<file path="config.mk">
export PLATFORM = sky130hd
export DESIGN_NAME = pwm_stage
export DESIGN_NICKNAME = d
export VERILOG_FILES = /design/src/hw/pwm_pkg.sv /design/src/hw/pwm_stage.sv /design/src/hw/deadtime_pair.sv
export SDC_FILE = /design/constraint.sdc
export NUM_CORES = 1
export LEC_CHECK = 0
export BUFFER_PORTS_ARGS = -buffer_cell sky130_fd_sc_hd__buf_4
export CAP_MARGIN = 20
export CORE_AREA = 2 2 266 137
export DETAILED_ROUTE_END_ITERATION = 8
export DIE_AREA = 0 0 268 139
export PLACE_DENSITY_LB_ADDON = 0.12
export REMOVE_ABC_BUFFERS = 1
export SKIP_LAST_GASP = 1
export SYNTH_ARGS = -nofsm -noshare
export SYNTH_HDL_FRONTEND = slang
export SYNTH_HIERARCHICAL = 1
export SYNTH_SLANG_ARGS = --single-unit
</file>
<file path="constraint.sdc">
create_clock -name clk -period 4.4 [get_ports clk]
set_input_delay 0.66 -clock clk [delete_from_list [all_inputs] [get_ports clk]]
set_output_delay 0.66 -clock clk [all_outputs]
set_load 0.02 [all_outputs]
</file>
<file path="src/hw/pwm_pkg.sv">
/*
 * shared constants and carrier types of the pwm output stage:
 * register map, field positions, mode codes and config structs.
 * assumes a 32-bit avalon-mm slave with byte addresses.
 */
package pwm_pkg;

	localparam int NUM_CH = 3;
	localparam int CNT_W  = 16;
	localparam int DT_W   = 8;

	// register byte addresses
	localparam logic [5:0] ADDR_CTRL   = 6'h00;
	localparam logic [5:0] ADDR_RELOAD = 6'h04;
	localparam logic [5:0] ADDR_CMP0   = 6'h08;
	localparam logic [5:0] ADDR_CHMODE = 6'h14;
	localparam logic [5:0] ADDR_OUTCFG = 6'h18;
	localparam logic [5:0] ADDR_DEAD   = 6'h1C;
	localparam logic [5:0] ADDR_STATUS = 6'h20;
	localparam logic [5:0] ADDR_COUNT  = 6'h24;

	// control register fields
	localparam int CTRL_RUN     = 0;
	localparam int CTRL_DOWN    = 1;
	localparam int CTRL_CFG_LSB = 2;
	localparam int CTRL_CFG_MSB = 7;
	localparam int CTRL_FORCE   = 8;

	// output config register fields
	localparam int OUT_CFG_W     = 4;
	localparam int OUT_MOE       = 12;
	localparam int OUT_RUN_OFF   = 13;
	localparam int OUT_IDLE_OFF  = 14;
	localparam int OUT_MIDLE_LSB = 16;
	localparam int OUT_CIDLE_LSB = 20;

	// per-channel mode field width and status fields
	localparam int CH_CFG_W     = 5;
	localparam int STAT_UPD_BIT = 4;

	// compare output mode codes
	localparam logic [2:0] MODE_FROZEN = 3'h0;
	localparam logic [2:0] MODE_SET    = 3'h1;
	localparam logic [2:0] MODE_CLR    = 3'h2;
	localparam logic [2:0] MODE_TOG    = 3'h3;
	localparam logic [2:0] MODE_LOW    = 3'h4;
	localparam logic [2:0] MODE_HIGH   = 3'h5;
	localparam logic [2:0] MODE_PWM1   = 3'h6;
	localparam logic [2:0] MODE_PWM2   = 3'h7;

	// center mode select codes
	localparam logic [1:0] CMS_EDGE = 2'h0;
	localparam logic [1:0] CMS_DOWN = 2'h1;
	localparam logic [1:0] CMS_UP   = 2'h2;
	localparam logic [1:0] CMS_BOTH = 2'h3;

	localparam logic [CNT_W-1:0] CNT_ZERO = 16'h0000;
	localparam logic [CNT_W-1:0] CNT_ONE  = 16'h0001;
	localparam logic [CNT_W-1:0] RELOAD_RST = 16'hFFFF;
	localparam logic [DT_W-1:0]  DT_MAX   = 8'hFF;

	typedef struct packed {
		logic       trig_fall;
		logic       trig_start_enable;
		logic       reload_preload_enable;
		logic       single_pulse_enable;
		logic [1:0] center_mode_select;
	} ctrl_s;

	typedef struct packed {
		logic       compare_preload_enable;
		logic       fast_output_enable;
		logic [2:0] compare_output_mode;
	} ch_cfg_s;

	typedef struct packed {
		logic complement_polarity;
		logic complement_output_enable;
		logic main_polarity;
		logic main_output_enable;
	} out_cfg_s;

	function automatic logic [5:0] cmp_addr(input int k);
		return ADDR_CMP0 + 6'(k * 4);
	endfunction

endpackage

</file>
<file path="src/hw/pwm_stage.sv">
/*
 * pwm reference generation, single pulse, fast enable and
 * complementary outputs with deadtime, behind an avalon-mm slave.
 * assumes a 20 MHz clock, a synchronous reset and a trigger pin
 * from outside the clock domain.
 */
// Notes on behaviour
// - edge mode counts up when down flag low, down when high
// - pwm mode 1 up: reference high while counter below compare
// - compare above reload holds one, compare zero holds zero except counting down in edge mode
// - pwm mode 1 edge down: low while counter above compare, else high
// - any nonzero center select gives center counting, same waves
// - center flag on down for 01, up for 10, both for 11
// - in center mode hardware owns the down flag
// - single pulse enable stops the counter at next update
// - trigger edge sets the counter run bit in single pulse
// - delay equals compare, pulse equals reload minus compare plus one
// - fast enable forces post-match level on trigger in pwm modes
// - main and complement outputs each have a polarity bit
// - enables and master enable gate outputs; idle uses deadtime
// - deadtime only with both enables and master enable set, or with master enable clear
// - main output is reference with rising edge delayed
// - complement is inverse reference with rising edge delayed
// - pulse shorter than deadtime is suppressed
// - one deadtime setting serves all channels
// - single enabled output gets reference without deadtime
// - only complement enabled: it follows reference uninverted
// - both enabled: main active on high, complement on low
// - mode 110 is pwm mode 1, 111 pwm mode 2, per channel
`timescale 1ns/10ps
module pwm_stage (
	input  wire logic        clk,               // timer clock
	input  wire logic        rst,               // sync reset
	input  wire logic [5:0]  avs_address,       // byte address
	input  wire logic        avs_read,          // read request
	input  wire logic        avs_write,         // write request
	input  wire logic [31:0] avs_writedata,     // write data
	output logic      [31:0] avs_readdata,      // read data
	output logic             avs_waitrequest,   // stall
	input  wire logic        trigger_input,     // start trigger pin
	output logic [pwm_pkg::NUM_CH-1:0] main_output,   // main pins
	output logic [pwm_pkg::NUM_CH-1:0] complement_output, // comp pins
	output logic [pwm_pkg::NUM_CH-1:0] main_oe,     // main drive en
	output logic [pwm_pkg::NUM_CH-1:0] complement_oe, // comp drive en
	output logic             update_event       // update pulse
);
	localparam int N = pwm_pkg::NUM_CH;
	localparam int W = pwm_pkg::CNT_W;

	logic                     ack_reg;
	logic                     req;
	logic                     wr;
	logic [31:0]              rd_mux;
	pwm_pkg::ctrl_s           ctrl_reg;
	logic                     run_reg;
	logic                     dir_reg;
	logic [W-1:0]             cnt_reg;
	logic [W-1:0]             reload_reg;
	logic [W-1:0]             reload_sh;
	logic [W-1:0]             reload_act;
	logic [W-1:0]             cmp_reg [N];
	logic [W-1:0]             cmp_sh [N];
	pwm_pkg::ch_cfg_s         ch_cfg_reg [N];
	pwm_pkg::out_cfg_s        out_cfg_reg [N];
	logic                     moe_reg;
	logic                     run_off_reg;
	logic                     idle_off_reg;
	logic [N-1:0]             main_idle_reg;
	logic [N-1:0]             comp_idle_reg;
	logic [pwm_pkg::DT_W-1:0] dead_reg;
	logic [N-1:0]             flag_reg;
	logic                     upd_flag_reg;
	logic [N-1:0]             flag_set;
	logic [2:0]               trig_sync_reg;
	logic                     trig_edge;
	logic                     force_upd;
	logic                     roll;
	logic                     upd;
	logic                     at_top;
	logic                     at_bot;
	logic                     center;

	// avalon slave: one wait cycle, then the request completes
	assign req             = avs_read | avs_write;
	assign avs_waitrequest = req & ~ack_reg;
	assign wr              = avs_write & ack_reg;

	always_ff @(posedge clk) begin
		if (rst)
			ack_reg <= 1'b0;
		else
			ack_reg <= req & ~ack_reg;
	end

	// read data caught in the wait cycle, stands at the ack edge
	always_comb begin
		rd_mux = 32'h0000_0000;
		case (avs_address)
			pwm_pkg::ADDR_CTRL: begin
				rd_mux[pwm_pkg::CTRL_RUN]  = run_reg;
				rd_mux[pwm_pkg::CTRL_DOWN] = dir_reg;
				rd_mux[pwm_pkg::CTRL_CFG_MSB:pwm_pkg::CTRL_CFG_LSB] =
					ctrl_reg;
			end
			pwm_pkg::ADDR_RELOAD: rd_mux[W-1:0] = reload_reg;
			pwm_pkg::ADDR_CHMODE: begin
				for (int k = 0; k < N; k++)
					rd_mux[k*pwm_pkg::CH_CFG_W +: pwm_pkg::CH_CFG_W] =
						ch_cfg_reg[k];
			end
			pwm_pkg::ADDR_OUTCFG: begin
				for (int k = 0; k < N; k++)
					rd_mux[k*pwm_pkg::OUT_CFG_W +: pwm_pkg::OUT_CFG_W] =
						out_cfg_reg[k];
				rd_mux[pwm_pkg::OUT_MOE]      = moe_reg;
				rd_mux[pwm_pkg::OUT_RUN_OFF]  = run_off_reg;
				rd_mux[pwm_pkg::OUT_IDLE_OFF] = idle_off_reg;
				rd_mux[pwm_pkg::OUT_MIDLE_LSB +: N] = main_idle_reg;
				rd_mux[pwm_pkg::OUT_CIDLE_LSB +: N] = comp_idle_reg;
			end
			pwm_pkg::ADDR_DEAD: rd_mux[pwm_pkg::DT_W-1:0] = dead_reg;
			pwm_pkg::ADDR_STATUS: begin
				rd_mux[N-1:0]                 = flag_reg;
				rd_mux[pwm_pkg::STAT_UPD_BIT] = upd_flag_reg;
			end
			pwm_pkg::ADDR_COUNT: rd_mux[W-1:0] = cnt_reg;
			default: begin
				for (int k = 0; k < N; k++)
					if (avs_address == pwm_pkg::cmp_addr(k))
						rd_mux[W-1:0] = cmp_reg[k];
			end
		endcase
	end

	always_ff @(posedge clk) begin
		if (rst)
			avs_readdata <= 32'h0000_0000;
		else if (avs_read & ~ack_reg)
			avs_readdata <= rd_mux;
	end

	// configuration registers; unmapped writes are dropped
	always_ff @(posedge clk) begin
		if (rst) begin
			ctrl_reg      <= '0;
			reload_reg    <= pwm_pkg::RELOAD_RST;
			moe_reg       <= 1'b0;
			run_off_reg   <= 1'b0;
			idle_off_reg  <= 1'b0;
			main_idle_reg <= '0;
			comp_idle_reg <= '0;
			dead_reg      <= '0;
			for (int k = 0; k < N; k++) begin
				cmp_reg[k]     <= pwm_pkg::CNT_ZERO;
				ch_cfg_reg[k]  <= '0;
				out_cfg_reg[k] <= '0;
			end
		end else if (wr) begin
			case (avs_address)
				pwm_pkg::ADDR_CTRL: ctrl_reg <= pwm_pkg::ctrl_s'(
					avs_writedata[pwm_pkg::CTRL_CFG_MSB:
					pwm_pkg::CTRL_CFG_LSB]);
				pwm_pkg::ADDR_RELOAD: reload_reg <= avs_writedata[W-1:0];
				pwm_pkg::ADDR_CHMODE: begin
					for (int k = 0; k < N; k++)
						ch_cfg_reg[k] <= pwm_pkg::ch_cfg_s'(avs_writedata[
							k*pwm_pkg::CH_CFG_W +: pwm_pkg::CH_CFG_W]);
				end
				pwm_pkg::ADDR_OUTCFG: begin
					for (int k = 0; k < N; k++)
						out_cfg_reg[k] <= pwm_pkg::out_cfg_s'(avs_writedata[
							k*pwm_pkg::OUT_CFG_W +: pwm_pkg::OUT_CFG_W]);
					moe_reg       <= avs_writedata[pwm_pkg::OUT_MOE];
					run_off_reg   <= avs_writedata[pwm_pkg::OUT_RUN_OFF];
					idle_off_reg  <= avs_writedata[pwm_pkg::OUT_IDLE_OFF];
					main_idle_reg <= avs_writedata[pwm_pkg::OUT_MIDLE_LSB +: N];
					comp_idle_reg <= avs_writedata[pwm_pkg::OUT_CIDLE_LSB +: N];
				end
				pwm_pkg::ADDR_DEAD:
					dead_reg <= avs_writedata[pwm_pkg::DT_W-1:0];
				default: begin
					for (int k = 0; k < N; k++)
						if (avs_address == pwm_pkg::cmp_addr(k))
							cmp_reg[k] <= avs_writedata[W-1:0];
				end
			endcase
		end
	end

	// trigger pin: two stages before anything looks at it
	always_ff @(posedge clk) begin
		if (rst)
			trig_sync_reg <= 3'h0;
		else
			trig_sync_reg <= {trig_sync_reg[1:0], trigger_input};
	end

	assign trig_edge = ctrl_reg.trig_start_enable &&
		(ctrl_reg.trig_fall ? (trig_sync_reg[2] & ~trig_sync_reg[1])
		                    : (trig_sync_reg[1] & ~trig_sync_reg[2]));

	// counter ends and update event
	assign center = ctrl_reg.center_mode_select
		!= pwm_pkg::CMS_EDGE;
	assign at_top = cnt_reg == reload_act;
	assign at_bot = cnt_reg == pwm_pkg::CNT_ZERO;
	assign roll   = run_reg & ((~dir_reg & at_top) | (dir_reg & at_bot));
	assign force_upd = wr && avs_address == pwm_pkg::ADDR_CTRL &&
		avs_writedata[pwm_pkg::CTRL_FORCE];
	assign upd          = roll | force_upd;
	assign update_event = upd;

	// run bit: software, trigger start, single pulse stop
	always_ff @(posedge clk) begin
		if (rst)
			run_reg <= 1'b0;
		else if (wr && avs_address == pwm_pkg::ADDR_CTRL)
			run_reg <= avs_writedata[pwm_pkg::CTRL_RUN];
		else if (trig_edge)
			run_reg <= 1'b1;
		else if (roll && ctrl_reg.single_pulse_enable)
			run_reg <= 1'b0;
	end

	// counter and direction; a count write wins over counting
	always_ff @(posedge clk) begin
		if (rst) begin
			cnt_reg <= pwm_pkg::CNT_ZERO;
			dir_reg <= 1'b0;
		end else begin
			if (wr && avs_address == pwm_pkg::ADDR_COUNT)
				cnt_reg <= avs_writedata[W-1:0];
			else if (force_upd)
				cnt_reg <= dir_reg && !center ? reload_act
				                              : pwm_pkg::CNT_ZERO;
			else if (run_reg && !center) begin
				if (!dir_reg)
					cnt_reg <= at_top ? pwm_pkg::CNT_ZERO
					                  : cnt_reg + pwm_pkg::CNT_ONE;
				else
					cnt_reg <= at_bot ? reload_act
					                  : cnt_reg - pwm_pkg::CNT_ONE;
			end else if (run_reg) begin
				// center: turn round at either end
				if (!dir_reg)
					cnt_reg <= at_top ? cnt_reg - pwm_pkg::CNT_ONE
					                  : cnt_reg + pwm_pkg::CNT_ONE;
				else
					cnt_reg <= at_bot ? cnt_reg + pwm_pkg::CNT_ONE
					                  : cnt_reg - pwm_pkg::CNT_ONE;
			end
			// software may steer direction only in edge mode
			if (center) begin
				if (run_reg && !dir_reg && at_top)
					dir_reg <= 1'b1;
				else if (run_reg && dir_reg && at_bot)
					dir_reg <= 1'b0;
			end else if (wr && avs_address == pwm_pkg::ADDR_CTRL)
				dir_reg <= avs_writedata[pwm_pkg::CTRL_DOWN];
		end
	end

	// reload shadow: loaded only at the update event
	always_ff @(posedge clk) begin
		if (rst)
			reload_sh <= pwm_pkg::RELOAD_RST;
		else if (upd)
			reload_sh <= reload_reg;
	end

	assign reload_act = ctrl_reg.reload_preload_enable ? reload_sh
	                                                   : reload_reg;

	// sticky status flags, write one to clear, set beats clear
	always_ff @(posedge clk) begin
		if (rst) begin
			flag_reg     <= '0;
			upd_flag_reg <= 1'b0;
		end else begin
			if (wr && avs_address == pwm_pkg::ADDR_STATUS) begin
				flag_reg     <= flag_set | (flag_reg & ~avs_writedata[N-1:0]);
				upd_flag_reg <= upd | (upd_flag_reg &
					~avs_writedata[pwm_pkg::STAT_UPD_BIT]);
			end else begin
				flag_reg     <= flag_set | flag_reg;
				upd_flag_reg <= upd | upd_flag_reg;
			end
		end
	end

	// per-channel reference, flag and output stage
	for (genvar i = 0; i < N; i++) begin : g_ch
		logic [W-1:0] cmp_act;
		logic         match;
		logic         pwm1;
		logic         post;
		logic         is_pwm;
		logic         ref_reg;
		logic         fast_reg;
		logic         both_on;
		logic         want_m;
		logic         want_c;
		logic         use_dead;
		logic [2:0]   mode;
		pwm_pkg::out_cfg_s oc;

		assign mode = ch_cfg_reg[i].compare_output_mode;
		assign oc   = out_cfg_reg[i];

		// compare shadow loaded at each update event; bypassed when preload is off
		always_ff @(posedge clk) begin
			if (rst)
				cmp_sh[i] <= pwm_pkg::CNT_ZERO;
			else if (upd)
				cmp_sh[i] <= cmp_reg[i];
		end

		assign cmp_act = ch_cfg_reg[i].compare_preload_enable ?
			cmp_sh[i] : cmp_reg[i];
		assign match = run_reg && cnt_reg == cmp_act;

		// edge down uses <=, otherwise < (covers held 0 and 1 cases)
		assign pwm1 = (dir_reg && !center) ? cnt_reg <= cmp_act
		                                   : cnt_reg < cmp_act;
		assign is_pwm = mode == pwm_pkg::MODE_PWM1 ||
		                mode == pwm_pkg::MODE_PWM2;
		// level a match would have produced
		assign post = (mode == pwm_pkg::MODE_PWM2) ^ dir_reg;

		// center flags per direction setting
		always_comb begin
			case (ctrl_reg.center_mode_select)
				pwm_pkg::CMS_DOWN: flag_set[i] = match & dir_reg;
				pwm_pkg::CMS_UP:   flag_set[i] = match & ~dir_reg;
				default:           flag_set[i] = match;
			endcase
		end

		// fast enable holds the post-match level until match or update
		always_ff @(posedge clk) begin
			if (rst)
				fast_reg <= 1'b0;
			else if (trig_edge && is_pwm &&
			         ch_cfg_reg[i].fast_output_enable)
				fast_reg <= 1'b1;
			else if (match || upd)
				fast_reg <= 1'b0;
		end

		always_ff @(posedge clk) begin
			if (rst)
				ref_reg <= 1'b0;
			else if (is_pwm && (fast_reg || (trig_edge &&
			         ch_cfg_reg[i].fast_output_enable)))
				ref_reg <= post;
			else begin
				case (mode)
					pwm_pkg::MODE_SET:  ref_reg <= ref_reg | match;
					pwm_pkg::MODE_CLR:  ref_reg <= ref_reg & ~match;
					pwm_pkg::MODE_TOG:  ref_reg <= ref_reg ^ match;
					pwm_pkg::MODE_LOW:  ref_reg <= 1'b0;
					pwm_pkg::MODE_HIGH: ref_reg <= 1'b1;
					pwm_pkg::MODE_PWM1: ref_reg <= pwm1;
					pwm_pkg::MODE_PWM2: ref_reg <= ~pwm1;
					default:            ref_reg <= ref_reg;
				endcase
			end
		end

		// output routing by enables and master enable
		assign both_on = oc.main_output_enable &
			oc.complement_output_enable & moe_reg;
		always_comb begin
			if (!moe_reg) begin
				// idle levels reached through the deadtime
				want_m   = main_idle_reg[i] ^ oc.main_polarity;
				want_c   = comp_idle_reg[i] ^ oc.complement_polarity;
				use_dead = 1'b1;
			end else if (both_on) begin
				want_m   = ref_reg;
				want_c   = ~ref_reg;
				use_dead = 1'b1;
			end else begin
				// single enable bypasses the deadtime
				want_m   = oc.main_output_enable & ref_reg;
				want_c   = oc.complement_output_enable & ref_reg;
				use_dead = 1'b0;
			end
		end

		deadtime_pair u_dead (
			.clk       (clk),
			.rst       (rst),
			.want_main (want_m),
			.want_comp (want_c),
			.use_dead  (use_dead),
			.dead      (dead_reg),
			.main_pol  (oc.main_polarity),
			.comp_pol  (oc.complement_polarity),
			.main_lvl  (main_output[i]),
			.comp_lvl  (complement_output[i])
		);
	end

	// drive enables: off-state bits keep pins driven when disabled
	always_ff @(posedge clk) begin
		if (rst) begin
			main_oe       <= '0;
			complement_oe <= '0;
		end else begin
			for (int k = 0; k < N; k++) begin
				main_oe[k] <= moe_reg ?
					(out_cfg_reg[k].main_output_enable | run_off_reg)
					: idle_off_reg;
				complement_oe[k] <= moe_reg ?
					(out_cfg_reg[k].complement_output_enable | run_off_reg)
					: idle_off_reg;
			end
		end
	end

endmodule // pwm_stage

</file>
<file path="src/hw/deadtime_pair.sv">
/*
 * deadtime generator for one channel: delays every rising edge
 * of the two active requests by the deadtime, applies polarity.
 * assumes want inputs come from registers on the same clock.
 */
`timescale 1ns/10ps
module deadtime_pair (
	input  wire logic                   clk,       // timer clock
	input  wire logic                   rst,       // sync reset
	input  wire logic                   want_main, // main active request
	input  wire logic                   want_comp, // comp active request
	input  wire logic                   use_dead,  // insert deadtime
	input  wire logic [pwm_pkg::DT_W-1:0] dead,    // deadtime in cycles
	input  wire logic                   main_pol,  // main active low
	input  wire logic                   comp_pol,  // comp active low
	output logic                        main_lvl,  // main pin level
	output logic                        comp_lvl   // comp pin level
);
	logic [1:0]               prev_reg;
	logic [pwm_pkg::DT_W-1:0] held_reg;
	logic                     chg;
	logic                     ok;

	// any change of the request pair restarts the deadtime
	assign chg = {want_main, want_comp} != prev_reg;
	assign ok  = !use_dead || dead == '0 ||
	             (!chg && held_reg >= dead);

	// cycles since the last change, saturating
	always_ff @(posedge clk) begin
		if (rst) begin
			prev_reg <= 2'h0;
			held_reg <= '0;
		end else begin
			prev_reg <= {want_main, want_comp};
			if (chg)
				held_reg <= 8'h01;
			else if (held_reg != pwm_pkg::DT_MAX)
				held_reg <= held_reg + 8'h01;
		end
	end

	// falling edges pass at once, rising ones wait for ok
	always_ff @(posedge clk) begin
		if (rst) begin
			main_lvl <= 1'b0;
			comp_lvl <= 1'b0;
		end else begin
			main_lvl <= main_pol ^ (want_main & ok);
			comp_lvl <= comp_pol ^ (want_comp & ok);
		end
	end

endmodule // deadtime_pair

</file>
==> reports/results.tsv <==
metric	value	unit
Hold Path Class	in -> reg	
Root Driver	clkbuf_16	
initial antenna violation count	2	
# Post-CTS Setup Buffers	0	
RSZ-0062 raised after global routing	no	
final non-filler cell total	2201	
WP data arrival	3.37	ns
maximum vdd drop	263	µV
Starting Density	44.3	%
worst path cell trace	buf_4, mux2i_1, xnor2_1, nor4_2, nand4_1, o21ai_1, a21oi_4, inv_1, buf_4	
Max stage delay on crit path	0.49	ns
layout cells sized above 1	12.0	%
drt pass-1 iters	6	
num rows	49	
Main synth FF type	dfxtp_1	
# DRC	0	
CP Max Fanout	18	
CTS tree	built	
sequential-to-total area share from yosys stat	43.2	%
Resized cells post-CTS	0	
max-capacitance violation count	0	
H-tree depth	1	
number of global-route vias before repair	12384	
final hold viol count	0	
outcome	complete, no violations	
Critical Path Most Common Cell	buf_4	
grt ovf	0	
post-DR wirelength/cell	25.7	µm
CTS buffer count	27	
Layout area overhead	13.3	%
Setup crit start kind	register	
clock skew	0.0175	ns
max-slew violation count	0	
Synth area leader	edfxtp_1	
die width	268	µm
synth warn	6	
final period utilization	91.5	%
GPL Wtd Cong	0.958	
Pwr Density	324	mW/mm²
min Tclk post-route	4.03	ns
post-layout power	5.71	mW
Initial DRC Count	1949	
Fmax	248	MHz
post-synth top area share	23.7	%
headroom to the max-slew limit	29.6	%
Reg2Reg Launch Point	ch_cfg_reg[0][4]	
CP endpoint kind	output port	
P_leak	6.92	nW
#FFs+latches synth	274	
IO buf count	68	
number of enable flip-flop cells after synthesis	123	
Bufs on Longest Clock Path	3	
largest net degree at the start of global routing	39	
Reg clk slew, reported paths	0.07	ns
wire length of the first global-routing pass	83300	µm
ANT nets after route	0	
worst-skew pair later-pin latency	0.57	ns
Synth area leaders	edfxtp_1 (24%), dfxtp_1 (19%), ha_1 (6.9%)	
via count	13516	
Crit Path Class	reg -> out	
commonest non-fill, non-tap cell in the layout	dfxtp_1	
most frequent cells in the layout	dfxtp_1 (151), buf_4 (127), edfxtp_1 (123)	
Critical path origin	ctrl_reg[3]	
synthesized instance count	1641	
nets	1823	
pin slew with the least headroom to its limit	1.05	ns
slowest stage cell, crit path	mux2i_1	
setup violators final	0	
vias per cell	6.14	
I/O pin count	89	
die height	139	µm
DIE AREA	0.0373	mm²
hold-fix buffers at CTS	0	
multi-input logic area	0.00825	mm²
All-Layer GR Usage	30.2	%
CTS sink count	274	
Synth Cell Area	0.0156	mm²
Fillers	3263	
Register Area	0.00672	mm²
ys async rst share	0	%
Core ar.	0.0351	mm²
final wirelength	56600	µm
dpl hpwl	41500	µm
Critical Path RT	3.74	ns
Hold Path Origin	avs_writedata[17]	
Mean Syn Cell Area	9.48	µm²
Post-Place Cells	2149	
post-synth cell types	76	
==> cells by family (layout without fill, tap and decap cells) <==
family                   Yosys count  in the layout  synth area share, %
AO/OA/AOI/OAI                    370            370                 15.4
flip-flops                       274            274                 43.2
XOR/XNOR                          66             66                 3.72
AND/OR/NAND/NOR                  572            572                 19.0
multiplexers                     109            109                 7.29
adder cells (fa/ha/maj)           86             86                 6.92
other                              1             12               0.0241
buffers and inverters            163            228                 4.43
==> layout make-up <==
cell class,count,area share [%]
multi-input cells,1213,46.8
flip-flops and latches,274,38.1
repair buffers,127,5.41
clock buffers,33,4.07
well taps,484,3.43
clock inverters,17,1.09
inverters,51,1.09
diodes,2,0.0284
==> stage by stage <==
stage / setup TNS, ns / utilization [%] / hold WS [ns] / setup WS, ns / instance area (µm²)
final: 0 / 50.2 / 0.300 / 0.374 / 17600
after global routing: 0 / 50.2 / 0.302 / 0.235 / 17600
after CTS: 0 / 50.2 / 0.288 / 0.444 / 17600
after detailed placement: 0 / 47.6 / 0.449 / 0.622 / 16700
after global placement: 0 / 47.6 / 0.442 / 0.621 / 16700
after floorplan: -57.41 / - / 0.414 / -1.05 / 15100
==> report_power, final <==
| group | switching, mW | leakage [nW] | internal, mW | total, mW |
|---|---|---|---|---|
| Sequential | 0.0704 | 2.50 | 2.72 | 2.79 |
| Clock | 1.07 | 0.447 | 1.40 | 2.47 |
| Combinational | 0.298 | 3.98 | 0.156 | 0.454 |
| Total | 1.44 | 6.92 | 4.27 | 5.71 |
==> layer usage <==
| layer | vias up | global-route usage (%) | share of wire, % |
|---|---|---|---|
| li1 | 6107 | - | - |
| met1 | 6569 | 48.5 | 48 |
| met2 | 762 | 36.3 | 36 |
| met3 | 78 | 12.1 | 14 |
| met4 | 0 | 5.70 | 2.0 |
| met5 | - | 0 | 0 |
==> Yosys cell counts, types with 13 or more instances <==
library cell  count
nor2b_1          28
nor3_1           56
edfxtp_1        123
nor4_1           13
a22o_1           13
clkbuf_1         80
a221oi_1         27
xor2_1           31
nand2_1         123
xnor2_1          35
a31oi_1          24
and2_1           97
nand3_1          52
and3_1           14
buf_4            14
dfxtp_1         151
nand4_1          20
mux2i_1          90
o21ai_0          57
nor2_1          110
a21oi_1         117
ha_1             86
o22ai_1          16
inv_1            51
a21o_1           19
==> worst max-delay path, delay by kind of cell (launching register included) <==
kind / cells / cell delay, ns
flip-flops: 1 / 0.31
AND/OR/NAND/NOR: 2 / 0.57
AO/OA/AOI/OAI: 2 / 0.63
XOR/XNOR: 1 / 0.18
buffers and inverters: 3 / 0.60
multiplexers: 1 / 0.49
==> path summary, 6_finish.rpt <==
check | to | slack (ns) | depth (start not counted)
max reg2reg | g_ch[0].ref_reg | 0.53 | 12
max | update_event | 0.37 | 9
min | main_idle_reg[1] | 0.30 | 2
min reg2reg | avs_readdata[17] | 0.46 | 2
Power figures use the tool's default switching activity.
